<file path="src/pt_pkg.sv">
// shared constants and types for the port latch and input noise filter
// assumes one 20 MHz core clock and a synchronous active-high reset
`default_nettype none
package pt_pkg;
  // ==========================================================
  // port geometry
  localparam int PORT_W = 8;
  localparam int IDX_W = 3;
  localparam logic [7:0] BYTE_ZERO = 8'h00;
  localparam logic [7:0] DIR_RST = 8'h00; // all pins input, undriven
  localparam logic [7:0] FSEL_RST = 8'h00; // all pins port mode
  localparam logic [7:0] LATCH_RST = 8'h00;
  // single-bit operations on the port data register
  typedef enum logic [1:0] {PT_OP_NONE, PT_OP_SET, PT_OP_CLR, PT_OP_INV} pt_bitop_e;
  // ==========================================================
  // filtered pin groups
  localparam int IRQ_N = 4;
  localparam int TM_N = 3; // timer 10, timer 11, timer 3
  localparam int T2_N = 6;
  // ==========================================================
  // filter configuration register file
  localparam logic [3:0] CFG_TM10 = 4'h0;
  localparam logic [3:0] CFG_TM11 = 4'h1;
  localparam logic [3:0] CFG_TM3 = 4'h2;
  localparam logic [3:0] CFG_T2_BASE = 4'h3; // six registers from here
  localparam logic [3:0] CFG_LAST = 4'h8;
  localparam logic [7:0] CFG_RST = 8'h00;
  // clock select field, both register kinds
  localparam int SEL_LSB = 0;
  localparam int SEL_MSB = 1;
  // timer 2 mode fields
  localparam int T2_DIG_BIT = 2;
  localparam int T2_EDGE_LSB = 4;
  localparam int T2_EDGE_MSB = 5;
  typedef enum logic [1:0] {PT_EDGE_NONE, PT_EDGE_RISE, PT_EDGE_FALL, PT_EDGE_BOTH} pt_edge_e;
  // ==========================================================
  // sampling clocks: tick k fires when the masked divider bits are zero
  localparam int TICK_N = 4;
  localparam int DIV_W = 6;
  localparam logic [DIV_W-1:0] DIV_ZERO = 6'h00;
  localparam logic [DIV_W-1:0] DIV_ONE = 6'h01;
  localparam logic [TICK_N-1:0][DIV_W-1:0] TICK_MASK = {6'h3F, 6'h0F, 6'h03, 6'h00};
  // ==========================================================
  // timing
  localparam int CLK_PERIOD_NS = 50;
  localparam int IRQ_ELIM_NS = 100; // least elimination time of an interrupt pin
  localparam int IRQ_ELIM_CYC = (IRQ_ELIM_NS + CLK_PERIOD_NS - 1) / CLK_PERIOD_NS;
  localparam int TM_ELIM_SAMPLES = 3; // equal samples needed on a timer input
  localparam int FLT_CNT_W = 4;
endpackage
`default_nettype wire

</file>
<file path="src/pt_port_filter.sv">
// 8-bit general-purpose port with input noise eliminators
// assumes all pins are asynchronous to core_clk; all but the irq_wake gate are synchronised here;
// alternate-function outputs and count enables come from core_clk logic
`default_nettype none
module pt_port_filter
  import pt_pkg::*;
(
  input wire logic core_clk,
  input wire logic sys_rst,
  // port pins
  input wire logic [PORT_W-1:0] port_pin_i,
  output logic [PORT_W-1:0] port_pin_o,
  output logic [PORT_W-1:0] port_pin_oe,
  // alternate functions of the port pins
  input wire logic [PORT_W-1:0] alt_out,
  // port data register access
  input wire logic port_wr,
  input wire logic [PORT_W-1:0] port_wdata,
  input wire logic [1:0] port_bit_op,
  input wire logic [IDX_W-1:0] port_bit_idx,
  input wire logic port_rd,
  output logic [PORT_W-1:0] port_rdata,
  output logic port_rvalid,
  // direction and function select registers
  input wire logic dir_wr,
  input wire logic [PORT_W-1:0] dir_wdata,
  input wire logic fsel_wr,
  input wire logic [PORT_W-1:0] fsel_wdata,
  output logic [PORT_W-1:0] port_direction_register,
  output logic [PORT_W-1:0] port_function_select_register,
  // filter configuration register access
  input wire logic cfg_wr,
  input wire logic cfg_bit_wr,
  input wire logic [3:0] cfg_sel,
  input wire logic [7:0] cfg_wdata,
  input wire logic [IDX_W-1:0] cfg_bit_idx,
  input wire logic cfg_bit_val,
  input wire logic cfg_rd,
  output logic [7:0] cfg_rdata,
  output logic cfg_rvalid,
  // interrupt pins
  input wire logic [IRQ_N-1:0] irq_pin_i,
  input wire logic [IRQ_N-1:0] irq_ctrl_mode,
  output logic [IRQ_N-1:0] irq_level,
  output logic [IRQ_N-1:0] irq_wake,
  // timer 10, 11, 3 inputs
  input wire logic [TM_N-1:0] tm_pin_i,
  input wire logic [TM_N-1:0] tm_ctrl_mode,
  input wire logic [TM_N-1:0] tm_count_enable,
  output logic [TM_N-1:0] tm_level,
  // timer 2 inputs
  input wire logic [T2_N-1:0] t2_pin_i,
  input wire logic [T2_N-1:0] t2_ctrl_mode,
  input wire logic [T2_N-1:0] timer2_channel_count_enable,
  output logic [T2_N-1:0] t2_level,
  output logic [T2_N-1:0] t2_edge
);
  // ==========================================================
  // state
  typedef struct packed {
    logic [PORT_W-1:0] latch; // output latch
    logic [PORT_W-1:0] dir; // 1 = output
    logic [PORT_W-1:0] fsel; // 1 = control mode
    logic [TM_N-1:0][7:0] clk_sel; // timer clock selects
    logic [T2_N-1:0][7:0] t2_mode; // timer 2 filter modes
    logic [PORT_W-1:0] pin_meta; // synchroniser stage 1
    logic [PORT_W-1:0] pin_sync; // synchroniser stage 2
    logic [IRQ_N-1:0] irq_meta;
    logic [IRQ_N-1:0] irq_sync;
    logic [TM_N-1:0] tm_meta;
    logic [TM_N-1:0] tm_sync;
    logic [T2_N-1:0] t2_meta;
    logic [T2_N-1:0] t2_sync;
    logic [T2_N-1:0] t2_prev; // last level for edges
    logic [T2_N-1:0] t2_edge; // edge pulses
    logic [PORT_W-1:0] rdata; // port read result
    logic rvalid;
    logic [7:0] cfg_rdata; // config read result
    logic cfg_rvalid;
  } pt_port_s;
  pt_port_s st_ff; // registered state
  pt_port_s nxt_st; // next state

  // ==========================================================
  // helper functions
  // what a read of the port data register sees, per bit
  function automatic logic [PORT_W-1:0] port_view(
    input logic [PORT_W-1:0] latch,
    input logic [PORT_W-1:0] dir,
    input logic [PORT_W-1:0] fsel,
    input logic [PORT_W-1:0] pin,
    input logic [PORT_W-1:0] alt
  );
    logic [PORT_W-1:0] outv;
    outv = (fsel & alt) | (~fsel & latch);
    return (dir & outv) | (~dir & pin);
  endfunction

  // does this edge match the selected valid edge
  // mode zero keeps the edge output quiet
  function automatic logic edge_hit(
    input logic [1:0] mode,
    input logic prev,
    input logic cur
  );
    logic hit;
    hit = 1'b0;
    unique case (pt_edge_e'(mode))
      PT_EDGE_NONE: hit = 1'b0;
      PT_EDGE_RISE: hit = !prev && cur;
      PT_EDGE_FALL: hit = prev && !cur;
      PT_EDGE_BOTH: hit = prev != cur;
    endcase
    return hit;
  endfunction

  // one bit written into a byte
  // shared by the bit ops and the filter registers
  function automatic logic [7:0] bit_put(
    input logic [7:0] val,
    input logic [IDX_W-1:0] idx,
    input logic b
  );
    logic [7:0] r;
    r = val;
    r[idx] = b;
    return r;
  endfunction

  // ==========================================================
  // sampling ticks and filters
  logic [TICK_N-1:0] tick; // divider ticks
  logic [IRQ_N-1:0] irq_flt; // filtered interrupt levels
  logic [TM_N-1:0] tm_flt; // filtered timer levels
  logic [T2_N-1:0] t2_flt; // digital filter results
  logic [T2_N-1:0] t2_cur; // timer 2 level after filter choice

  // one shared divider keeps the timer and timer 2 filters' ticks in phase
  pt_tick_gen u_tick (
    .core_clk(core_clk),
    .sys_rst(sys_rst),
    .tick(tick)
  );

  // interrupt pins: fixed elimination time, filter off in port mode
  for (genvar i = 0; i < IRQ_N; i++) begin : g_irq
    pt_sample_filter #(.SAMPLES(IRQ_ELIM_CYC)) u_flt (
      .core_clk(core_clk),
      .sys_rst(sys_rst),
      .run(irq_ctrl_mode[i]),
      .tick(1'b1),
      .din(st_ff.irq_sync[i]),
      .dout(irq_flt[i])
    );
  end

  // timer 10/11/3: tick chosen by each timer's own register
  for (genvar i = 0; i < TM_N; i++) begin : g_tm
    pt_sample_filter #(.SAMPLES(TM_ELIM_SAMPLES)) u_flt (
      .core_clk(core_clk),
      .sys_rst(sys_rst),
      .run(tm_ctrl_mode[i] && tm_count_enable[i]),
      .tick(tick[st_ff.clk_sel[i][SEL_MSB:SEL_LSB]]),
      .din(st_ff.tm_sync[i]),
      .dout(tm_flt[i])
    );
  end

  // timer 2: digital stage on the synchronised level
  for (genvar i = 0; i < T2_N; i++) begin : g_t2
    pt_sample_filter #(.SAMPLES(TM_ELIM_SAMPLES)) u_flt (
      .core_clk(core_clk),
      .sys_rst(sys_rst),
      .run(t2_ctrl_mode[i] && timer2_channel_count_enable[i]),
      .tick(tick[st_ff.t2_mode[i][SEL_MSB:SEL_LSB]]),
      .din(st_ff.t2_sync[i]),
      .dout(t2_flt[i])
    );
  end

  // timer 2 level: the synchroniser stands in for the analog stage,
  // the digital stage is added only when the mode register asks
  always_comb begin
    for (int i = 0; i < T2_N; i++) begin
      t2_cur[i] = st_ff.t2_mode[i][T2_DIG_BIT] ? t2_flt[i] : st_ff.t2_sync[i];
    end
  end

  // ==========================================================
  // next-state logic
  always_comb begin
    logic [PORT_W-1:0] view;
    logic [7:0] cfg_old;
    logic [7:0] cfg_new;
    logic [3:0] t2_idx;
    view = BYTE_ZERO;
    cfg_old = CFG_RST;
    cfg_new = CFG_RST;
    t2_idx = 4'h0;
    nxt_st = st_ff;
    // synchronisers: stage 2 is the only reader of stage 1
    nxt_st.pin_meta = port_pin_i;
    nxt_st.pin_sync = st_ff.pin_meta;
    nxt_st.irq_meta = irq_pin_i;
    nxt_st.irq_sync = st_ff.irq_meta;
    nxt_st.tm_meta = tm_pin_i;
    nxt_st.tm_sync = st_ff.tm_meta;
    nxt_st.t2_meta = t2_pin_i;
    nxt_st.t2_sync = st_ff.t2_meta;

    // current view of the port, also the base of bit operations
    view = port_view(st_ff.latch, st_ff.dir, st_ff.fsel, st_ff.pin_sync, alt_out);

    // port data writes; a byte write wins over a bit operation
    if (port_wr) begin
      nxt_st.latch = port_wdata;
    end else begin
      // input bits take their pin level, as a byte access would
      unique case (pt_bitop_e'(port_bit_op))
        PT_OP_NONE: nxt_st.latch = st_ff.latch;
        PT_OP_SET: nxt_st.latch = bit_put(view, port_bit_idx, 1'b1);
        PT_OP_CLR: nxt_st.latch = bit_put(view, port_bit_idx, 1'b0);
        PT_OP_INV: nxt_st.latch = bit_put(view, port_bit_idx, !view[port_bit_idx]);
      endcase
    end

    // direction and function select
    if (dir_wr) begin
      nxt_st.dir = dir_wdata;
    end
    if (fsel_wr) begin
      nxt_st.fsel = fsel_wdata;
    end

    // port read, answered next cycle; the latch is not touched
    // rdata keeps the last answer until the next read
    nxt_st.rvalid = port_rd;
    if (port_rd) begin
      nxt_st.rdata = view;
    end

    // configuration register file, byte or single bit
    // selects 0..2 timer clocks, 3..8 timer 2 modes;
    // an unmapped select reads zero and ignores writes
    unique case (cfg_sel)
      CFG_TM10: cfg_old = st_ff.clk_sel[0];
      CFG_TM11: cfg_old = st_ff.clk_sel[1];
      CFG_TM3: cfg_old = st_ff.clk_sel[2];
      default: begin
        // timer 2 range or unmapped
        if (cfg_sel >= CFG_T2_BASE && cfg_sel <= CFG_LAST) begin
          t2_idx = cfg_sel - CFG_T2_BASE;
          cfg_old = st_ff.t2_mode[t2_idx[2:0]];
        end else begin
          cfg_old = CFG_RST;
        end
      end
    endcase
    cfg_new = cfg_bit_wr ? bit_put(cfg_old, cfg_bit_idx, cfg_bit_val) : cfg_wdata;
    if (cfg_wr || cfg_bit_wr) begin
      // unmapped selects are ignored
      if (cfg_sel < CFG_T2_BASE) begin
        nxt_st.clk_sel[cfg_sel[1:0]] = cfg_new;
      end else if (cfg_sel <= CFG_LAST) begin
        nxt_st.t2_mode[t2_idx[2:0]] = cfg_new;
      end
    end
    nxt_st.cfg_rvalid = cfg_rd;
    if (cfg_rd) begin
      nxt_st.cfg_rdata = cfg_old;
    end

    // timer 2 edges, only while the channel is counting in control mode
    // prev tracks the level even while stopped, so a change
    // made while stopped raises no edge on restart while the digital stage is off
    for (int i = 0; i < T2_N; i++) begin
      nxt_st.t2_prev[i] = t2_cur[i];
      nxt_st.t2_edge[i] = t2_ctrl_mode[i] && timer2_channel_count_enable[i]
        && edge_hit(st_ff.t2_mode[i][T2_EDGE_MSB:T2_EDGE_LSB], st_ff.t2_prev[i], t2_cur[i]);
    end
  end

  // ==========================================================
  // state register
  // sync reset; fields not named here clear with the struct
  always_ff @(posedge core_clk) begin
    if (sys_rst) begin
      st_ff <= '0;
      st_ff.latch <= LATCH_RST;
      st_ff.dir <= DIR_RST;
      st_ff.fsel <= FSEL_RST;
      st_ff.clk_sel <= '0;
      st_ff.t2_mode <= '0;
    end else begin
      st_ff <= nxt_st;
    end
  end

  // ==========================================================
  // outputs
  // pin drive: latch in port mode, alternate function in control mode
  always_comb begin
    for (int i = 0; i < PORT_W; i++) begin
      port_pin_o[i] = st_ff.fsel[i] ? alt_out[i] : st_ff.latch[i];
      port_pin_oe[i] = st_ff.dir[i];
    end
  end

  // wake path is a plain gate so standby release works with the
  // clock stopped; it carries no filtering of its own
  assign irq_wake = irq_pin_i & irq_ctrl_mode;

  assign irq_level = irq_flt;
  assign tm_level = tm_flt;
  assign t2_level = t2_cur & t2_ctrl_mode;
  assign t2_edge = st_ff.t2_edge;
  assign port_rdata = st_ff.rdata;
  assign port_rvalid = st_ff.rvalid;
  assign cfg_rdata = st_ff.cfg_rdata;
  assign cfg_rvalid = st_ff.cfg_rvalid;
  assign port_direction_register = st_ff.dir;
  assign port_function_select_register = st_ff.fsel;
endmodule
`default_nettype wire

</file>
<file path="src/pt_tick_gen.sv">
// free-running divider giving the selectable sampling ticks
// assumes it is reset with the rest of the block and runs on every edge
`default_nettype none
module pt_tick_gen
  import pt_pkg::*;
(
  input wire logic core_clk,
  input wire logic sys_rst,
  output logic [TICK_N-1:0] tick
);
  // ==========================================================
  // state
  typedef struct packed {
    logic [DIV_W-1:0] div; // divider count
  } pt_tick_s;
  pt_tick_s st_ff; // registered state
  pt_tick_s nxt_st; // next state
  // divider just wraps; no enable so ticks stay evenly spaced
  always_comb begin
    nxt_st = st_ff;
    nxt_st.div = st_ff.div + DIV_ONE;
  end
  always_ff @(posedge core_clk) begin
    if (sys_rst) begin
      st_ff <= '0;
    end else begin
      st_ff <= nxt_st;
    end
  end
  // tick k when the low bits selected by its mask are all zero
  always_comb begin
    for (int k = 0; k < TICK_N; k++) begin
      tick[k] = ((st_ff.div & TICK_MASK[k]) == DIV_ZERO);
    end
  end
endmodule
`default_nettype wire

</file>
<file path="src/pt_sample_filter.sv">
// one clock-sampled noise filter on an already synchronised level
// assumes din comes from a synchroniser and tick is one cycle wide
`default_nettype none
module pt_sample_filter
  import pt_pkg::*;
#(
  parameter int SAMPLES = TM_ELIM_SAMPLES
) (
  input wire logic core_clk,
  input wire logic sys_rst,
  input wire logic run,
  input wire logic tick,
  input wire logic din,
  output logic dout
);
  // ==========================================================
  // state
  localparam logic [FLT_CNT_W-1:0] CNT_LAST = FLT_CNT_W'(SAMPLES - 1);
  typedef struct packed {
    logic [FLT_CNT_W-1:0] cnt; // samples seen that differ from dout
    logic level; // accepted level
  } pt_flt_s;
  pt_flt_s st_ff; // registered state
  pt_flt_s nxt_st; // next state
  // a sample equal to dout breaks the run and restarts the count,
  // so only an unbroken interval of equal samples is forwarded
  always_comb begin
    nxt_st = st_ff;
    if (!run) begin
      // stopped: nothing is received while idle
      nxt_st = '0;
    end else if (tick) begin
      if (din == st_ff.level) begin
        nxt_st.cnt = '0;
      end else if (st_ff.cnt == CNT_LAST) begin
        nxt_st.level = din;
        nxt_st.cnt = '0;
      end else begin
        nxt_st.cnt = st_ff.cnt + 1'b1;
      end
    end
  end
  always_ff @(posedge core_clk) begin
    if (sys_rst) begin
      st_ff <= '0;
    end else begin
      st_ff <= nxt_st;
    end
  end
  assign dout = st_ff.level;
endmodule
`default_nettype wire

</file>
<file path="config.mk">
export PLATFORM = sky130hd
export DESIGN_NAME = pt_port_filter
export DESIGN_NICKNAME = d
export VERILOG_FILES = /design/src/pt_pkg.sv /design/src/pt_port_filter.sv /design/src/pt_tick_gen.sv /design/src/pt_sample_filter.sv
export SDC_FILE = /design/constraint.sdc
export NUM_CORES = 1
export LEC_CHECK = 0
export BUFFER_PORTS_ARGS = -buffer_cell sky130_fd_sc_hd__buf_2
export CORE_MARGIN = 1
export CORE_UTILIZATION = 54
export DETAILED_ROUTE_END_ITERATION = 6
export PLACE_DENSITY_LB_ADDON = 0.1
export SYNTH_ARGS = -nofsm -noshare
export SYNTH_HDL_FRONTEND = slang
export SYNTH_HIERARCHICAL = 1
export SYNTH_SLANG_ARGS = --single-unit
</file>
<file path="constraint.sdc">
create_clock -name core_clk -period 3.3 [get_ports core_clk]
set_input_delay 0.825 -clock core_clk [delete_from_list [all_inputs] [get_ports core_clk]]
set_output_delay 0.825 -clock core_clk [all_outputs]
set_load 0.005 [all_outputs]
</file>
==> reports/results.ini, run 1 <==
[placed_design]
post_dp_cell_area_um2 = 13020
gp_congestion = 0.8987
dpl.hpwl_um = 19710
io_buffers = 177
pre_cts_slack_ps = 274.5

[synth]
synth-edff-count = 0
ys_seq_area_share_pct = 39.45
synth_flop_cell = dfxtp_1
synth_area_leader_cell = dfxtp_1
ys_ff_latch = 239
synthesis.instances = 1309
ys_types = 65
synth.area.top_cells = dfxtp_1 (39%), mux2i_1 (5.0%), nor2_1 (4.8%), ha_1 (4.5%), nand3b_1 (4.3%)
yosysWarningCount = 6
synth.cell_area_um2 = 12130
async_flop_share_pct = 0
synth_top_area_share_pct = 39.45
avgSynthCellArea_um2 = 9.266

[finish]
nets = 1599
multi_input_area_um2 = 6566
final_cell_mix = dfxtp_1 (239), buf_2 (176), nor2_1 (155), nor2b_1 (70), nand3b_1 (69)
fin_area_um2 = 13970
fill_cells = 1877
layout_commonest_cell = dfxtp_1
area_growth_pct = 15.16
diodes = 0
seq_area_um2 = 4785
drive_gt1_share_pct = 20.97

[clock_network]
cts_buffers = 26
clockBufferDepth = 3
post-cts-setup-buffers = 0
clk_pin_slew_ps = 60
h-tree-depth = 1
cts_sinks = 239
cts_tree = yes
holdBufCountCts = 0
clock_latency_ps = 520
post_cts_resized = 0
cts-root-buf = clkbuf_16

[floorplan]
die_x_um = 151.9
die_h_um = 151.9
coreArea_um2 = 21890
row_count = 54
ioPinCount = 178
dieArea_um2 = 23060
start_util_pct = 55.41

[timing]
finalMaxSlewViolations = 0
skew_ps = 10.79
fmax_ghz = 0.3649
finalCritPeriodShare_pct = 83.04
rsz0062_at_grt = false
setup_ws_ps = 559.8
fin_tns_setup_ps = 0
setup_violations = 0
relSlewSlack_pct = 48.50
post-route-min-period_ps = 2740
hold_viol_final = 0
tightest_slew_ps = 764.4
hold_slack_ps = 435.7

[run]
maxCapViolations = 0

[global_routing]
grt_pass1_wl_um = 45470
track_usage_pct = 23.40
grt-ovfl-total = 0
grt_start_max_net_pins = 62
antenna_found_initial = 0
grt_pass1_vias = 9238

[power]
vdd_drop_max_mv = 0.3694
p_total_mw = 6.852
power_per_cell_area_nw_per_um2 = 490.5
p_leak_nw = 5.714

[outcome]
status = finished clean

[detailed_routing]
post-route-drc-count = 0
vias = 9757
avgRoutedWirePerCell_um = 15.66
dr.pass1.iters = 5
drt-total-wl_um = 27390
drt_iter0_drc = 660
ant_nets = 0
viasPerCell = 5.579

[worst_hold_path]
worstHoldPathCells = 1
whs_endpoint = st_ff[60]
min_from = nxt_st[60]
hold_class = flip-flop to flip-flop

[setup_path]
critical_path_required_ps = 3740
arrival_ps = 3180
crit_path_end_kind = flip-flop
r2r.worst_path.cells = 9
cp_max_fo = 10
rrSetupSlack_ps = 560
timing.rr.end = g_t2[0].u_flt/st_ff[2]
critPathKind = flip-flop to flip-flop
r2r_start = u_tick/st_ff[0]
start_kind = flip-flop

[layout make-up]
type | instances | area share, %
Sequential cell | 239 | 34.25
Clock inverter | 14 | 1.532
Clock buffer | 33 | 5.285
Multi-Input combinational cell | 921 | 47.01
Inverter | 64 | 1.720
Timing Repair Buffer | 198 | 7.694
Tap cell | 280 | 2.508
[sequential cells by signal (all words and copies together) (netlist names)]
name,cells
g_t2.u_flt/dout,6
g_t2.u_flt/st_ff,24
g_tm.u_flt/dout,3
g_irq.u_flt/dout,4
u_tick/st_ff,6
port_direction_register,8
cfg_rvalid,1
t2_edge,6
cfg_rdata,8
g_irq.u_flt/st_ff,16
st_ff,107
nxt_st,21
port_rdata,8
port_rvalid,1
port_function_select_register,8
g_tm.u_flt/st_ff,12
[cells in the mapped netlist, drive strengths merged, types with 3 or more instances]
master and count:
a311oi 5, nand3b 69, and3 14, and4bb 9, nand3 31, a211oi 22, o211ai 3, buf 65
a2bb2oi 18, o21ai 52, a31oi 11, mux2 9, a21oi 33, nor3 16, a211o 15, nor3b 10
nor4 3, o31ai 26, mux4 17, ha 44, nand2 61, o22ai 26, clkbuf 35, a22oi 5
nand2b 16, nor2b 70, a222oi 8, inv 62, mux2i 60, nor2 155, or3b 6, xnor2 15
and2 18, o21a 33, nor4bb 4, dfxtp 239
[routing by layer]
metal  global-route usage (%)  up-vias  share of wire (%)
met2                    39.18      315                 46
met1                    31.31     4522                 46
li1                         -     4874                  -
met4                    6.952        0                2.6
met3                    3.280       46                5.4
met5                        0        -                  0
[how the worst max path moves through the flow]
stage | from | to | slack [ps]
2_1_floorplan | cfg_sel[0] | st_ff[103] | 300
3_3_place_gp | cfg_sel[0] | st_ff[83] | 310
3_5_place_dp | cfg_sel[0] | st_ff[116] | 270
4_1_cts | u_tick/st_ff[0] | g_t2[0].u_flt/st_ff[1] | 500
5_1_grt | u_tick/st_ff[0] | g_t2[0].u_flt/st_ff[1] | 300
6_report | u_tick/st_ff[0] | g_t2[0].u_flt/st_ff[2] | 560
[critical path: stages, from the launching register on]
cell	delay (ps)
dfxtp_1	340
inv_1	60
ha_1	330
nor3b_1	300
nor3b_1	480
buf_4	230
mux4_2	330
inv_1	90
a211o_1	310
o31ai_2	180
[report_power, final]
part | leakage [nW] | internal, mW | total, mW | switching, mW
registers | 1.94 | 2.96 | 3.02 | 0.0537
logic | 3.31 | 0.298 | 0.673 | 0.375
clock network | 0.459 | 1.98 | 3.16 | 1.18
[metrics by stage]
stage,util [%],std cells
after global placement,59.46,1702
after CTS,63.81,1749
after global routing,63.81,1749
after floorplan,-,1324
after detailed placement,59.46,1702
final,63.81,1749
[logic make-up (layout without fill, tap and decap cells)]
kind of cell / count (synthesis) / count (layout) / synth area share [%]
AO/OA/AOI/OAI: 270 / 270 / 16.53
XOR/XNOR: 17 / 17 / 1.382
adder cells (fa/ha/maj): 44 / 44 / 4.539
buffers and inverters: 164 / 309 / 6.880
flip-flops: 239 / 239 / 39.45
multiplexers: 86 / 86 / 9.129
other: 2 / 17 / 0.06192
AND/OR/NAND/NOR: 487 / 487 / 22.03
(Power assumes the default switching activity.)
==> run 2: changes to the inputs <==
--- a/config.mk
+++ b/config.mk
@@ -5,9 +5,10 @@
 export SDC_FILE = /design/constraint.sdc
 export NUM_CORES = 1
 export LEC_CHECK = 0
+export ABC_AREA = 1
 export BUFFER_PORTS_ARGS = -buffer_cell sky130_fd_sc_hd__buf_2
 export CORE_MARGIN = 1
-export CORE_UTILIZATION = 54
+export CORE_UTILIZATION = 53
 export DETAILED_ROUTE_END_ITERATION = 6
 export PLACE_DENSITY_LB_ADDON = 0.1
 export SYNTH_ARGS = -nofsm -noshare
==> constraint.sdc (replaced) <==
create_clock -name core_clk -period 2.4 [get_ports core_clk]
set_input_delay 0.6 -clock core_clk [delete_from_list [all_inputs] [get_ports core_clk]]
set_output_delay 0.6 -clock core_clk [all_outputs]
set_load 0.005 [all_outputs]
==> run 2 against run 1 <==
Effect of this change: clock power increased by 41%; non-clock buffer count increased by 18; final cell count increased by 42%; first-iteration DRC count increased by 26%; worst setup slack got worse by 440 ps; routed wire length increased by 17%; critical path depth decreased by 4; highest routed layer unchanged; critical endpoint is now t2_level[3]; worst hold slack got worse by 170 ps.
==> reports/results.ini, run 2 <==
[clock_network]
h-tree-depth = 1  ; unchanged
cts_buffers = 28  ; was 26
clockBufferDepth = 3  ; unchanged
cts-root-buf = clkbuf_16  ; unchanged
cts_tree = yes  ; unchanged
cts_sinks = 239  ; unchanged
clk_pin_slew_ps = 60  ; about the same
post-cts-setup-buffers = 0  ; unchanged
clock_latency_ps = 530  ; was 520 ps

[detailed_routing]
avgRoutedWirePerCell_um = 12.92  ; was 15.66 µm
vias = 12454  ; was 9757
post-route-drc-count = 0  ; unchanged
ant_nets = 0  ; unchanged
drt_iter0_drc = 830  ; was 660
viasPerCell = 5.014  ; was 5.579
drt-total-wl_um = 32080  ; was 27390 µm
dr.pass1.iters = 5  ; unchanged

[worst_hold_path]
hold_class = input pin to flip-flop  ; was flip-flop to flip-flop

[timing]
tightest_slew_ps = 692.0  ; was 764.4 ps
hold_viol_final = 0  ; unchanged
relSlewSlack_pct = 53.38  ; was 48.50%
finalCritPeriodShare_pct = 94.81
post-route-min-period_ps = 2275
fin_tns_setup_ps = 0  ; unchanged
setup_ws_ps = 124.6  ; was 559.8 ps
skew_ps = 8.553  ; was 10.79 ps
rsz0062_at_grt = false  ; unchanged
fmax_ghz = 0.4395
finalMaxSlewViolations = 0  ; unchanged
setup_violations = 0  ; unchanged

[setup_path]
critical_path_required_ps = 1800  ; was 3740 ps
start_kind = flip-flop  ; unchanged
arrival_ps = 1680  ; was 3180 ps
crit_path_end_kind = output port  ; was flip-flop
critical_path.slowest_cell = dfxtp_1  ; was nor3b_1
cp_max_fo = 4  ; was 10
slowest_delay_ps = 320  ; was 480 ps
timing.critical_path.cells = inv_1, or2_2, o21ai_0, nor2_1, buf_2  ; was inv_1, ha_1, nor3b_1, nor3b_1, buf_4, mux4_2, inv_1, a211o_1, o31ai_2
critPathKind = flip-flop to output port  ; was flip-flop to flip-flop
rrSetupSlack_ps = 350  ; was 560 ps

[placed_design]
gp_congestion = 0.9230  ; was 0.8987
pre_cts_slack_ps = -67.56  ; was 274.5 ps
dpl.hpwl_um = 23280  ; was 19710 µm
io_buffers = 177  ; unchanged

[floorplan]
row_count = 57  ; was 54
start_util_pct = 53.98  ; was 55.41%
die_h_um = 159.2  ; was 151.9 µm
dieArea_um2 = 25330  ; was 23060 µm²
coreArea_um2 = 24250  ; was 21890 µm²
die_x_um = 159.2  ; was 151.9 µm
ioPinCount = 178  ; unchanged

[synth]
synth.cell_area_um2 = 13090  ; was 12130 µm²
ys_types = 42  ; was 65
synth-edff-count = 0  ; unchanged
yosysWarningCount = 6  ; unchanged
synth_area_leader_cell = dfxtp_1  ; unchanged
yosysMostFrequentCell = nand2_1  ; was dfxtp_1
async_flop_share_pct = 0  ; unchanged
synthesis.instances = 1960  ; was 1309
synth_commonest_cells = nand2_1 (377), inv_1 (376), dfxtp_1 (239)  ; was dfxtp_1 (239), nor2_1 (155), nor2b_1 (70)
synth_flop_cell = dfxtp_1  ; unchanged
avgSynthCellArea_um2 = 6.679  ; was 9.266 µm²
synth.area.top_cells = dfxtp_1 (37%), nand2_1 (11%), inv_1 (11%), nand3_1 (6.8%), nor2_1 (5.9%)  ; was dfxtp_1 (39%), mux2i_1 (5.0%), nor2_1 (4.8%), ha_1 (4.5%), nand3b_1 (4.3%)
ys_seq_area_share_pct = 36.55  ; was 39.45%
ys_ff_latch = 239  ; unchanged
synth_top_area_share_pct = 36.55  ; was 39.45%

[global_routing]
grt-ovfl-total = 0  ; unchanged
busiest_layer = met2  ; unchanged
track_usage_pct = 24.88  ; was 23.40%
grt_use_met1_pct = 32.60  ; was 31.31%
grt_start_max_net_pins = 90  ; was 62
met2_usage_pct = 42.74  ; was 39.18%
grt_pass1_wl_um = 52650  ; was 45470 µm
grt_pass1_vias = 11085  ; was 9238
met3_usage_pct = 2.917  ; was 3.280%
antenna_found_initial = 2  ; was 0

[finish]
fill_cells = 2291  ; was 1877
final_cell_mix = nand2_1 (377), inv_1 (376), dfxtp_1 (239), nor2_1 (206), nand3_1 (178)  ; was dfxtp_1 (239), buf_2 (176), nor2_1 (155), nor2b_1 (70), nand3b_1 (69)
top_register = st_ff  ; unchanged
drive_gt1_share_pct = 17.66  ; was 20.97%
nets = 2285  ; was 1599
layout_commonest_cell = nand2_1  ; was dfxtp_1
largest_register_ffs = 107  ; unchanged
area_growth_pct = 16.63  ; was 15.16%

[outcome]
status = finished clean  ; unchanged

[power]
p_leak_nw = 7.710  ; was 5.714 nW
vdd_drop_max_mv = 0.4599  ; was 0.3694 mV
power_per_cell_area_nw_per_um2 = 647.1  ; was 490.5 nW/µm²

[run]
maxCapViolations = 0  ; unchanged

run 2: cell count changes in the layout (fill, tap and decap cells not counted), moves of 60 or more:
cell	delta
nand2_1	+316
inv_1	+314
nand3_1	+148
a21oi_1	+111
nor2b_1	-70
nand3b_1	-68
mux2i_1	-60
run 2: worst paths after layout:
check,from,depth (start not counted),to
max,st_ff[98],5,t2_level[3]
max reg2reg,u_tick/st_ff[0],10,g_t2[5].u_flt/st_ff[3]
min reg2reg,nxt_st[32],2,st_ff[32]
min,t2_pin_i[0],3,nxt_st[30]
run 2: per-stage QoR:
| step | util, % | area [µm²] | cells | total power [mW] | hold WS [ps] |
|---|---|---|---|---|---|
| detailed placement | 58.84 | 14270 | 2430 | 5.501 | 396.5 |
| floorplan | - | 13150 | 1975 | 5.078 | 388.3 |
| CTS | 62.92 | 15260 | 2482 | 9.950 | 256.8 |
| finish | 62.96 | 15270 | 2484 | 9.880 | 268.0 |
| global route | 62.96 | 15270 | 2484 | 10.30 | 264.3 |
| global placement | 58.84 | 14270 | 2430 | 5.479 | 389.5 |
run 2: what timing repair did:
action	4_1_cts	5_1_grt
endpoints found under the setup margin	0	1
hold buffers	0	0
gates resized for setup	0	1
run 2: critical path, delay by kind of cell, from the launching register on:
family | cells | cell delay, ps
simple gates | 2 | 340
flops | 1 | 320
compound gates | 1 | 270
buf+inv | 2 | 210
run 2: logic make-up (layout without fill, tap and decap cells):
| kind of cell | after synthesis | in the layout | share of synthesized area (%) |
|---|---|---|---|
| compound gates | 257 | 257 | 10.36 |
| buf+inv | 486 | 669 | 15.63 |
| other cells | 2 | 19 | 0.05737 |
| flops | 239 | 239 | 36.55 |
| fa+ha+maj | 44 | 44 | 4.206 |
| simple gates | 918 | 918 | 32.12 |
| xor+xnor | 14 | 14 | 1.080 |
run 2: final cells by class:
cell class	count	area [µm²]	share of cell area, %
Inverter	401	1519	9.949
Antenna cell	2	5.005	0.03278
Clock inverter	6	107.6	0.7048
Clock buffer	46	879.6	5.761
Multi-Input combinational cell	1250	6322	41.41
Tap cell	324	405.4	2.655
Sequential cell	239	4785	31.34
Timing Repair Buffer	216	1244	8.146
run 2: per-layer routing:
metal  vias to the layer above  share of wire (%)
met5                         -                  0
met4                         0                2.6
met3                        67                5.8
met2                       347                 47
met1                      5663                 45
li1                       6377                  -
run 2: where the power goes:
part           switching (mW)  internal [mW]  leakage, nW
Combinational           0.792          0.440         5.28
Sequential             0.0867           4.11         1.95
Clock                    1.64           2.81        0.482
Total                    2.52           7.36         7.71
